File: config.mk
export PLATFORM = sky130hd
export DESIGN_NAME = led_panel_intensity_config
export DESIGN_NICKNAME = d
export VERILOG_FILES = /design/src/led_panel_pkg.sv /design/src/led_panel_intensity_config.sv
export SDC_FILE = /design/constraint.sdc
export NUM_CORES = 1
export LEC_CHECK = 0
export BUFFER_PORTS_ARGS = -buffer_cell sky130_fd_sc_hd__clkbuf_2
export CORE_AREA = 8 8 160 162
export DETAILED_ROUTE_END_ITERATION = 8
export DIE_AREA = 0 0 168 170
export SETUP_SLACK_MARGIN = 0.5
export SLEW_MARGIN = 20
export SYNTH_ARGS = -nofsm -noshare
export SYNTH_HDL_FRONTEND = slang
export SYNTH_SLANG_ARGS = --single-unit
File: constraint.sdc
create_clock -name ref_clk -period 7.15 [get_ports ref_clk]
set_input_delay 0.3575 -clock ref_clk [delete_from_list [all_inputs] [get_ports ref_clk]]
set_output_delay 0.3575 -clock ref_clk [all_outputs]
set_load 0.05 [all_outputs]
File: src/led_panel_pkg.sv
package led_panel_pkg;

    // ==========================================================
    // Register offsets
    localparam logic [7:0] OFS_PANEL_BRIGHTNESS  = 8'h02;
    localparam logic [7:0] OFS_FIRST_DIGIT       = 8'h03;
    localparam logic [7:0] OFS_SECOND_DIGIT      = 8'h04;
    localparam logic [7:0] OFS_DRIVER_POINTER    = 8'h08;
    localparam logic [7:0] OFS_PANEL_SETTINGS    = 8'h0D;
    localparam logic [7:0] OFS_GRADUATION        = 8'h0E;

    // ==========================================================
    // Panel settings field positions
    localparam int POS_SHUTDOWN   = 0;
    localparam int POS_INVERT     = 1;
    localparam int POS_PLANE_LO   = 2;
    localparam int POS_PLANE_HI   = 3;
    localparam int POS_STAGGER    = 4;
    localparam int POS_FLIP       = 5;
    localparam int POS_COLOUR     = 6;
    localparam int POS_DEPTH      = 7;

    // Graduation field positions, value 1 means geometric
    localparam int POS_GRAD_FIRST  = 0;
    localparam int POS_GRAD_SECOND = 1;

    // ==========================================================
    // Reset values
    localparam logic [7:0] RST_BRIGHTNESS = 8'hFF;
    localparam logic [7:0] RST_DIGIT      = 8'hFF;
    localparam logic [7:0] RST_POINTER    = 8'h00;
    localparam logic [7:0] RST_SETTINGS   = 8'h00;
    localparam logic [1:0] RST_GRADUATION = 2'h0;

    // ==========================================================
    // Timing
    localparam int CLK_MHZ           = 100;
    localparam int OSC_KHZ           = 4194;
    localparam int OSC_DIV           = (CLK_MHZ * 1000) / OSC_KHZ;
    localparam int STAGGER_OSC       = 4;
    localparam int STAGGER_MAX_US    = 244;
    localparam int MAX_DRIVERS       = 256;
    localparam int STAGGER_TOTAL_US  = (MAX_DRIVERS - 1) * STAGGER_OSC * 1000 / OSC_KHZ;

endpackage : led_panel_pkg

File: src/led_panel_intensity_config.sv
// Function
// - Plane bits report active plane, read-only
// - Stagger bit delays timing by four oscillator periods
// - Total stagger offset stays within maximum delay
// - Flip bit reverses PWM on alternate drivers
// - Colour bit selects mono or red-green-yellow
// - Colour bit reads zero without multicolour support
// - Depth bit selects four or two planes
// - Depth bit reads zero without grey support
// - Graduation acts only in two-bit mode
// - Levels arithmetic thirds or geometric quarters
// - Separate graduation type per digit
// - Digit duty is n/256 of panel duty
// - First digit register holds n/256 code
// - Second digit register holds n/256 code
// - Panel code one gives 2/256 minimum
// - Driver pointer register holds full 8 bits
// - Even drivers normal, odd drivers reversed
// - Depth zero lit/dark pixels, one four-level
// - Colour one red-green-yellow, zero mono/RGB
`timescale 1ns/1ps
module led_panel_intensity_config #(
    parameter bit HAS_COLOUR = 1'b1,
    parameter bit HAS_GREY   = 1'b1,
    parameter int OSC_DIV    = led_panel_pkg::OSC_DIV
) (
    // Clock and reset
    input  wire logic       ref_clk,
    input  wire logic       arst_n,
    // Register port
    input  wire logic [7:0] reg_addr,
    input  wire logic [7:0] reg_wdata,
    input  wire logic       reg_wr,
    input  wire logic       reg_rd,
    output logic      [7:0] reg_rdata,
    // Display inputs from same-clock logic
    input  wire logic [1:0] active_plane,
    input  wire logic [1:0] first_pixel_level,
    input  wire logic [1:0] second_pixel_level,
    // Drive outputs
    output logic            first_digit_drive,
    output logic            second_digit_drive,
    output logic            colour_rgy,
    output logic            plane_depth_select
);

    // ==========================================================
    // State
    typedef struct packed {
        logic [7:0]  panel_brightness;
        logic [7:0]  first_digit_brightness;
        logic [7:0]  second_digit_brightness;
        logic [7:0]  driver_pointer;
        logic        shutdown;
        logic        invert;
        logic        stagger;
        logic        flip;
        logic        colour;
        logic        depth;
        logic [1:0]  graduation;
        logic [15:0] div_cnt;
        logic [7:0]  pwm_cnt;
        logic [1:0]  frame_mod3;
        logic [1:0]  frame_mod4;
        logic [7:0]  rdata;
        logic        drive0;
        logic        drive1;
        logic        rgy;
        logic        depth_out;
    } state_t;

    state_t st;
    state_t next_st;

    // ==========================================================
    // Address decode
    typedef struct packed {
        logic panel;
        logic first;
        logic second;
        logic pointer;
        logic settings;
        logic graduation;
    } reg_sel_t;

    // One decoder serves both the write and the read path
    function automatic reg_sel_t reg_select(input logic [7:0] addr);
        reg_select = '0;
        if (addr == led_panel_pkg::OFS_PANEL_BRIGHTNESS)
            reg_select.panel = 1'b1;
        else if (addr == led_panel_pkg::OFS_FIRST_DIGIT)
            reg_select.first = 1'b1;
        else if (addr == led_panel_pkg::OFS_SECOND_DIGIT)
            reg_select.second = 1'b1;
        else if (addr == led_panel_pkg::OFS_DRIVER_POINTER)
            reg_select.pointer = 1'b1;
        else if (addr == led_panel_pkg::OFS_PANEL_SETTINGS)
            reg_select.settings = 1'b1;
        else if (addr == led_panel_pkg::OFS_GRADUATION)
            reg_select.graduation = 1'b1;
    endfunction : reg_select

    // ==========================================================
    // Helpers
    function automatic logic [8:0] panel_duty(input logic [7:0] code);
        // Code 0 gives zero duty, codes 1 and 2 both give the 2/256 minimum
        if (code == 8'h00)
            panel_duty = 9'h000;
        else if (code <= 8'h02)
            panel_duty = 9'h002;
        else
            panel_duty = {1'b0, code};
    endfunction : panel_duty

    // Digit duty scales the panel duty by n/256
    function automatic logic [8:0] digit_duty(input logic [7:0] n, input logic [8:0] panel);
        logic [16:0] prod;
        prod = {8'h00, n} * {8'h00, panel};
        digit_duty = prod[16:8];
    endfunction : digit_duty

    // Arithmetic scale: level 1 lit one frame in three, level 2 two in three
    function automatic logic arith_lit(input logic [1:0] level, input logic [1:0] f3);
        case (level)
            2'h3:    arith_lit = 1'b1;
            2'h2:    arith_lit = (f3 != 2'h1);
            2'h1:    arith_lit = (f3 == 2'h1);
            default: arith_lit = 1'b0;
        endcase
    endfunction : arith_lit

    // Geometric scale: level 1 lit one frame in four, level 2 every other
    function automatic logic geo_lit(input logic [1:0] level, input logic [1:0] f4);
        case (level)
            2'h3:    geo_lit = 1'b1;
            2'h2:    geo_lit = !f4[0];
            2'h1:    geo_lit = (f4 == 2'h1);
            default: geo_lit = 1'b0;
        endcase
    endfunction : geo_lit

    function automatic logic pixel_lit(input logic [1:0] level, input logic grey,
                                       input logic geometric, input logic [1:0] f3,
                                       input logic [1:0] f4);
        if (!grey)
            pixel_lit = level[0];
        else if (geometric)
            pixel_lit = geo_lit(level, f4);
        else
            pixel_lit = arith_lit(level, f3);
    endfunction : pixel_lit

    // Reversed timing puts the lit span at the end of the period
    function automatic logic pwm_high(input logic [7:0] phase, input logic [8:0] duty,
                                      input logic reverse);
        if (reverse)
            pwm_high = ({1'b0, phase} >= (9'h100 - duty));
        else
            pwm_high = ({1'b0, phase} < duty);
    endfunction : pwm_high

    // Frame counter modulo three
    function automatic logic [1:0] next_mod3(input logic [1:0] f3);
        if (f3 == 2'h2)
            next_mod3 = 2'h0;
        else
            next_mod3 = f3 + 2'h1;
    endfunction : next_mod3

    // Settings readback: plane bits come live from the plane logic
    function automatic logic [7:0] settings_word(input state_t s, input logic [1:0] plane,
                                                 input logic grey_mode);
        settings_word                              = 8'h00;
        settings_word[led_panel_pkg::POS_SHUTDOWN] = s.shutdown;
        settings_word[led_panel_pkg::POS_INVERT]   = s.invert;
        settings_word[led_panel_pkg::POS_PLANE_LO] = plane[0];
        settings_word[led_panel_pkg::POS_PLANE_HI] = plane[1];
        settings_word[led_panel_pkg::POS_STAGGER]  = s.stagger;
        settings_word[led_panel_pkg::POS_FLIP]     = s.flip;
        settings_word[led_panel_pkg::POS_COLOUR]   = s.colour && HAS_COLOUR;
        settings_word[led_panel_pkg::POS_DEPTH]    = grey_mode;
    endfunction : settings_word

    // ==========================================================
    // Next state
    logic [8:0] pdut;
    logic [8:0] d0dut;
    logic [8:0] d1dut;
    logic [7:0] phase;
    logic       reverse;
    logic       grey;
    logic       osc_tick;
    reg_sel_t   sel;
    logic       pwm0;
    logic       pwm1;
    logic       lit0;
    logic       lit1;

    always_comb
    begin
        next_st  = st;
        sel      = reg_select(reg_addr);
        pdut     = panel_duty(st.panel_brightness);
        d0dut    = digit_duty(st.first_digit_brightness, pdut);
        d1dut    = digit_duty(st.second_digit_brightness, pdut);
        // Stagger offset is the low six driver address bits times four oscillator periods
        if (st.stagger)
            phase = st.pwm_cnt - {st.driver_pointer[5:0], 2'h0};
        else
            phase = st.pwm_cnt;
        reverse  = st.flip && st.driver_pointer[0];
        grey     = st.depth && HAS_GREY;
        osc_tick = (st.div_cnt == 16'(OSC_DIV - 1));

        // Multiplex oscillator divider and PWM counter
        if (osc_tick)
        begin
            next_st.div_cnt = 16'h0000;
            next_st.pwm_cnt = st.pwm_cnt + 8'h01;
            if (st.pwm_cnt == 8'hFF)
            begin
                // Frame counters pace the pixel-level modulation
                next_st.frame_mod3 = next_mod3(st.frame_mod3);
                next_st.frame_mod4 = st.frame_mod4 + 2'h1;
            end
        end
        else
        begin
            next_st.div_cnt = st.div_cnt + 16'h0001;
        end

        // Register writes
        if (reg_wr)
        begin
            if (sel.panel)
            begin
                next_st.panel_brightness = reg_wdata;
            end
            else if (sel.first)
            begin
                next_st.first_digit_brightness = reg_wdata;
            end
            else if (sel.second)
            begin
                next_st.second_digit_brightness = reg_wdata;
            end
            else if (sel.pointer)
            begin
                next_st.driver_pointer = reg_wdata;
            end
            else if (sel.settings)
            begin
                // Plane bits are not stored: writes to them are dropped
                next_st.shutdown = reg_wdata[led_panel_pkg::POS_SHUTDOWN];
                next_st.invert   = reg_wdata[led_panel_pkg::POS_INVERT];
                next_st.stagger  = reg_wdata[led_panel_pkg::POS_STAGGER];
                next_st.flip     = reg_wdata[led_panel_pkg::POS_FLIP];
                next_st.colour   = reg_wdata[led_panel_pkg::POS_COLOUR]
                                   && HAS_COLOUR;
                next_st.depth    = reg_wdata[led_panel_pkg::POS_DEPTH]
                                   && HAS_GREY;
            end
            else if (sel.graduation)
            begin
                next_st.graduation = reg_wdata[1:0];
            end
        end

        // Register reads, data in the following cycle only
        next_st.rdata = 8'h00;
        if (reg_rd)
        begin
            if (sel.panel)
            begin
                next_st.rdata = st.panel_brightness;
            end
            else if (sel.first)
            begin
                next_st.rdata = st.first_digit_brightness;
            end
            else if (sel.second)
            begin
                next_st.rdata = st.second_digit_brightness;
            end
            else if (sel.pointer)
            begin
                next_st.rdata = st.driver_pointer;
            end
            else if (sel.settings)
            begin
                next_st.rdata = settings_word(st, active_plane, grey);
            end
            else if (sel.graduation)
            begin
                next_st.rdata = {6'h00, st.graduation};
            end
        end

        // Digit drive: PWM gated by pixel level
        pwm0 = pwm_high(phase, d0dut, reverse);
        pwm1 = pwm_high(phase, d1dut, reverse);
        lit0 = pixel_lit(first_pixel_level, grey, st.graduation[led_panel_pkg::POS_GRAD_FIRST],
                         st.frame_mod3, st.frame_mod4);
        lit1 = pixel_lit(second_pixel_level, grey, st.graduation[led_panel_pkg::POS_GRAD_SECOND],
                         st.frame_mod3, st.frame_mod4);
        // Shutdown blanks both digits
        if (st.shutdown)
        begin
            next_st.drive0 = 1'b0;
            next_st.drive1 = 1'b0;
        end
        else
        begin
            next_st.drive0 = pwm0 && lit0;
            next_st.drive1 = pwm1 && lit1;
        end
        next_st.rgy       = st.colour && HAS_COLOUR;
        next_st.depth_out = grey;
    end

    // ==========================================================
    // Registers
    always_ff @(posedge ref_clk or negedge arst_n)
    begin
        if (!arst_n)
        begin
            st                         <= '0;
            st.panel_brightness        <= led_panel_pkg::RST_BRIGHTNESS;
            st.first_digit_brightness  <= led_panel_pkg::RST_DIGIT;
            st.second_digit_brightness <= led_panel_pkg::RST_DIGIT;
            st.driver_pointer          <= led_panel_pkg::RST_POINTER;
            st.graduation              <= led_panel_pkg::RST_GRADUATION;
        end
        else
            st <= next_st;
    end

    assign reg_rdata          = st.rdata;
    assign first_digit_drive  = st.drive0;
    assign second_digit_drive = st.drive1;
    assign colour_rgy         = st.rgy;
    assign plane_depth_select = st.depth_out;

endmodule : led_panel_intensity_config

==> run summary <==
CP arrival = 6.63 ns
Port Buffers = 37
Worst Path Required = 7.39 ns
Final ANT Viol Nets = 0
Reg area = 2032 um^2
Yosys top cell by area = ha_1
Critical path type = register to register
Cell Rows = 56
Static leakage power = 4.943 nW
Top-Level Pins = 38
Clock power share = 43.2%
Comb pwr share = 14.9%
Core Util, Final = 43.92%
Worst Setup Start Kind = register
Final global-route overflow total = 0
RSZ-0062 raised after global routing = true
Post-synth net total = 1146
Initial antenna violation count = 0
Core area = 23050 um^2
Pwr dens = 117.5 nW/um^2
Synthesized flop and latch total = 80
CTS Root Cell = clkbuf_16
Largest net degree at the start of global routing = 81
Die Y = 170 um
Internal power = 0.8625 mW
Ys flop type = dfrtp_1
Design Power = 1.189 mW
DIE WIDTH = 168 um
Pre-antenna DRT Iters = 5
Most area-consuming cells after synthesis = ha_1, fa_1, dfrtp_1, dfstp_2, and2_1
Routed WL per cell = 16.69 um
Clk Latency, worst-skew pair = 0.34 ns
Vias per inst = 5.305
TritonCTS sink count = 80
Slew margin rel. = 35.70%
Distinct cells, synth = 72
Drc violations = 0
Seq pwr share = 41.8%
Period minus WS final = 6.390 ns
GRT Util Overall = 15.01%
Final layout net count = 1175
Crit. End Element = register
Largest buffer count on any clock path = 2
Post-CTS Hold Buffers = 0
Slew @ Worst Pin = 0.9571 ns
NetSw = 0.3266 mW
Worst Path Max Fanout = 5
Starting Density = 39.35%
Sequential element share of the synthesized area = 22.40%
Ys Warns = 0
Via count = 6674
Synth-to-layout area growth = 11.60%
Top cell type's share of synthesized area = 15.86%
Setup-failing EPs final = 0
Syn avg cell area = 9.712 um^2
CTS tree = done
Die Area = 28560 um^2
Switching share of power = 27.47%
Outcome = complete, no violations
Final Hold Viols = 0
Hold_ws = 0.02878 ns
Diodes inserted = 0
Layout cells sized above 1 = 18.70%
Setup tns final = 0 ns
Hpwl dp = 16180 um
Fillers = 2223
Hold Path Class = input pin to asynchronous set/reset pin
Post-route clock skew = 0.006679 ns
Post-synth EDFFs = 0
Detailed Route Iter0 Violations = 357
First-pass GRT wire length = 34560 um
Vias in the first global route = 6708
Final Max Slew Viols = 0
Worst VDD drop = 0.1071 mV
Post-Syn Area = 9071 um^2
Fmax = 156.5 MHz
H-tree depth = 3
Async SR Flop Fraction = 100.0%
Max Cap Viol = 0
Area of the multi-input gates = 6664 um^2
WL final = 21000 um
Routability cong. = 0.8654
Cells after synthesis = 934
CTS clk-pin slew, worst paths = 0.07 ns
Inserted Clock Buffers = 9
Crit share post-route = 89.37%
## placed cells by master (no fill, tap or decap), types with 32 or more instances in the layout
cell	instances
mux2_2	40
dfrtp_1	56
ha_1	107
and2_1	95
clkbuf_2	36
nand2_1	55
inv_1	102
xnor2_1	32
fa_1	70
nor2_1	32
## synthesized netlist by cell type, drive strengths merged, types with 2 or more instances
master / n
nor2: 34
inv: 102
nand4b: 2
nand2: 56
a41oi: 3
nor4: 8
nor4bb: 2
or3: 4
nor3: 10
a21boi: 2
ha: 115
and3: 6
or2: 3
a31oi: 4
a221oi: 9
nand4: 7
a222oi: 2
mux2i: 8
nand2b: 9
mux2: 42
o21a: 16
nor3b: 3
nand3: 19
and2: 96
clkbuf: 24
o2111ai: 2
o211a: 3
dfrtp: 56
and4: 4
buf: 15
a21oi: 25
o211ai: 4
a21o: 15
nor2b: 23
nand3b: 2
or4: 5
a211oi: 4
xnor2: 33
fa: 71
o221ai: 2
o21ai: 24
dfstp: 24
xor2: 19
a22oi: 3
## area by class of cell
cell class / instances / area share [%]
sequential: 80 / 20.07
multi-input combinational: 713 / 65.83
clock inverter: 7 / 1.063
tap: 290 / 3.584
inverter: 102 / 3.782
clock buffer: 9 / 2.225
timing repair buffer: 57 / 3.448
## final timing paths
| check | startpoint | endpoint | slack (ns) | cells past startpoint |
|---|---|---|---|---|
| min reg2reg | next_st[1] | colour_rgy | 0.43 | 0 |
| max reg2reg | st[79] | first_digit_drive | 0.76 | 23 |
| min | arst_n | st[34] | 0.03 | 1 |
| max in group asynchronous | arst_n | st[54] | 6.60 | 1 |
| min in group ref_clk | reg_wdata[2] | st[50] | 0.32 | 3 |
| max | st[79] | first_digit_drive | 0.76 | 23 |
## power groups by stage
stage          clock network, mW  registers (mW)  logic, mW
6_report                   0.514           0.498      0.178
5_1_grt                    0.549           0.499      0.199
4_1_cts                    0.525           0.497      0.172
3_5_place_dp                   0           0.505      0.166
3_3_place_gp                   0           0.505      0.164
2_1_floorplan                  0           0.496      0.108
## what timing repair did
| action | 4_1_cts | 5_1_grt |
|---|---|---|
| pin swaps | 3 | 28 |
| setup buffers | 6 | 5 |
| resized for setup | 5 | 35 |
| cloned | 0 | 0 |
| endpoints found under the setup margin | 1 | 2 |
## logic make-up after synthesis
| group | Yosys count | share of synthesized area, % |
|---|---|---|
| buffers and inverters | 141 | 6.304 |
| XOR/XNOR | 52 | 5.104 |
| AND/OR/NAND/NOR | 296 | 18.28 |
| AO/OA/AOI/OAI | 129 | 10.29 |
| adder cells (fa/ha/maj) | 186 | 31.53 |
| flip-flops | 80 | 22.40 |
| multiplexers | 50 | 6.097 |
## per-layer routing
metal	track usage (%)	part of all wire, %	vias to the layer above
met5	0	0	-
met4	4.037	2.1	0
met3	2.294	3.0	23
met2	24.49	48	87
met1	20.45	47	3352
li1	-	-	3212
## worst max-delay path, stage by stage (launching register included)
cell and delay, ns:
dfstp_2 0.54, nor2_1 0.07, a41oi_2 0.25, buf_4 0.16
nor2b_2 0.04, fa_1 0.46, fa_1 0.50, fa_1 0.55
inv_1 0.06, fa_1 0.53, inv_1 0.04, ha_1 0.37
a21o_1 0.19, and2_1 0.17, nor3_1 0.28, a21oi_1 0.16
o31a_1 0.32, or2_1 0.28, xor2_1 0.18, ha_1 0.28
o21a_1 0.12, nor3_1 0.04, or4_1 0.51, a311oi_1 0.21
## registers in the layout (all words and copies together) (netlist names)
register,flops
st,66
plane_depth_select,1
first_digit_drive,1
reg_rdata,8
grey,1
colour_rgy,1
second_digit_drive,1
next_st,1
## through the flow
stage | cell area (um^2) | std cells | setup slack (ns)
after detailed placement | 9513 | 1231 | 0.4478
after CTS | 9910 | 1253 | 0.5212
after floorplan | 9101 | 934 | 0.5330
after global placement | 9513 | 1231 | 0.5851
final | 10120 | 1258 | 0.7597
after global routing | 10120 | 1258 | 0.4386
(Power assumes the default switching activity.)
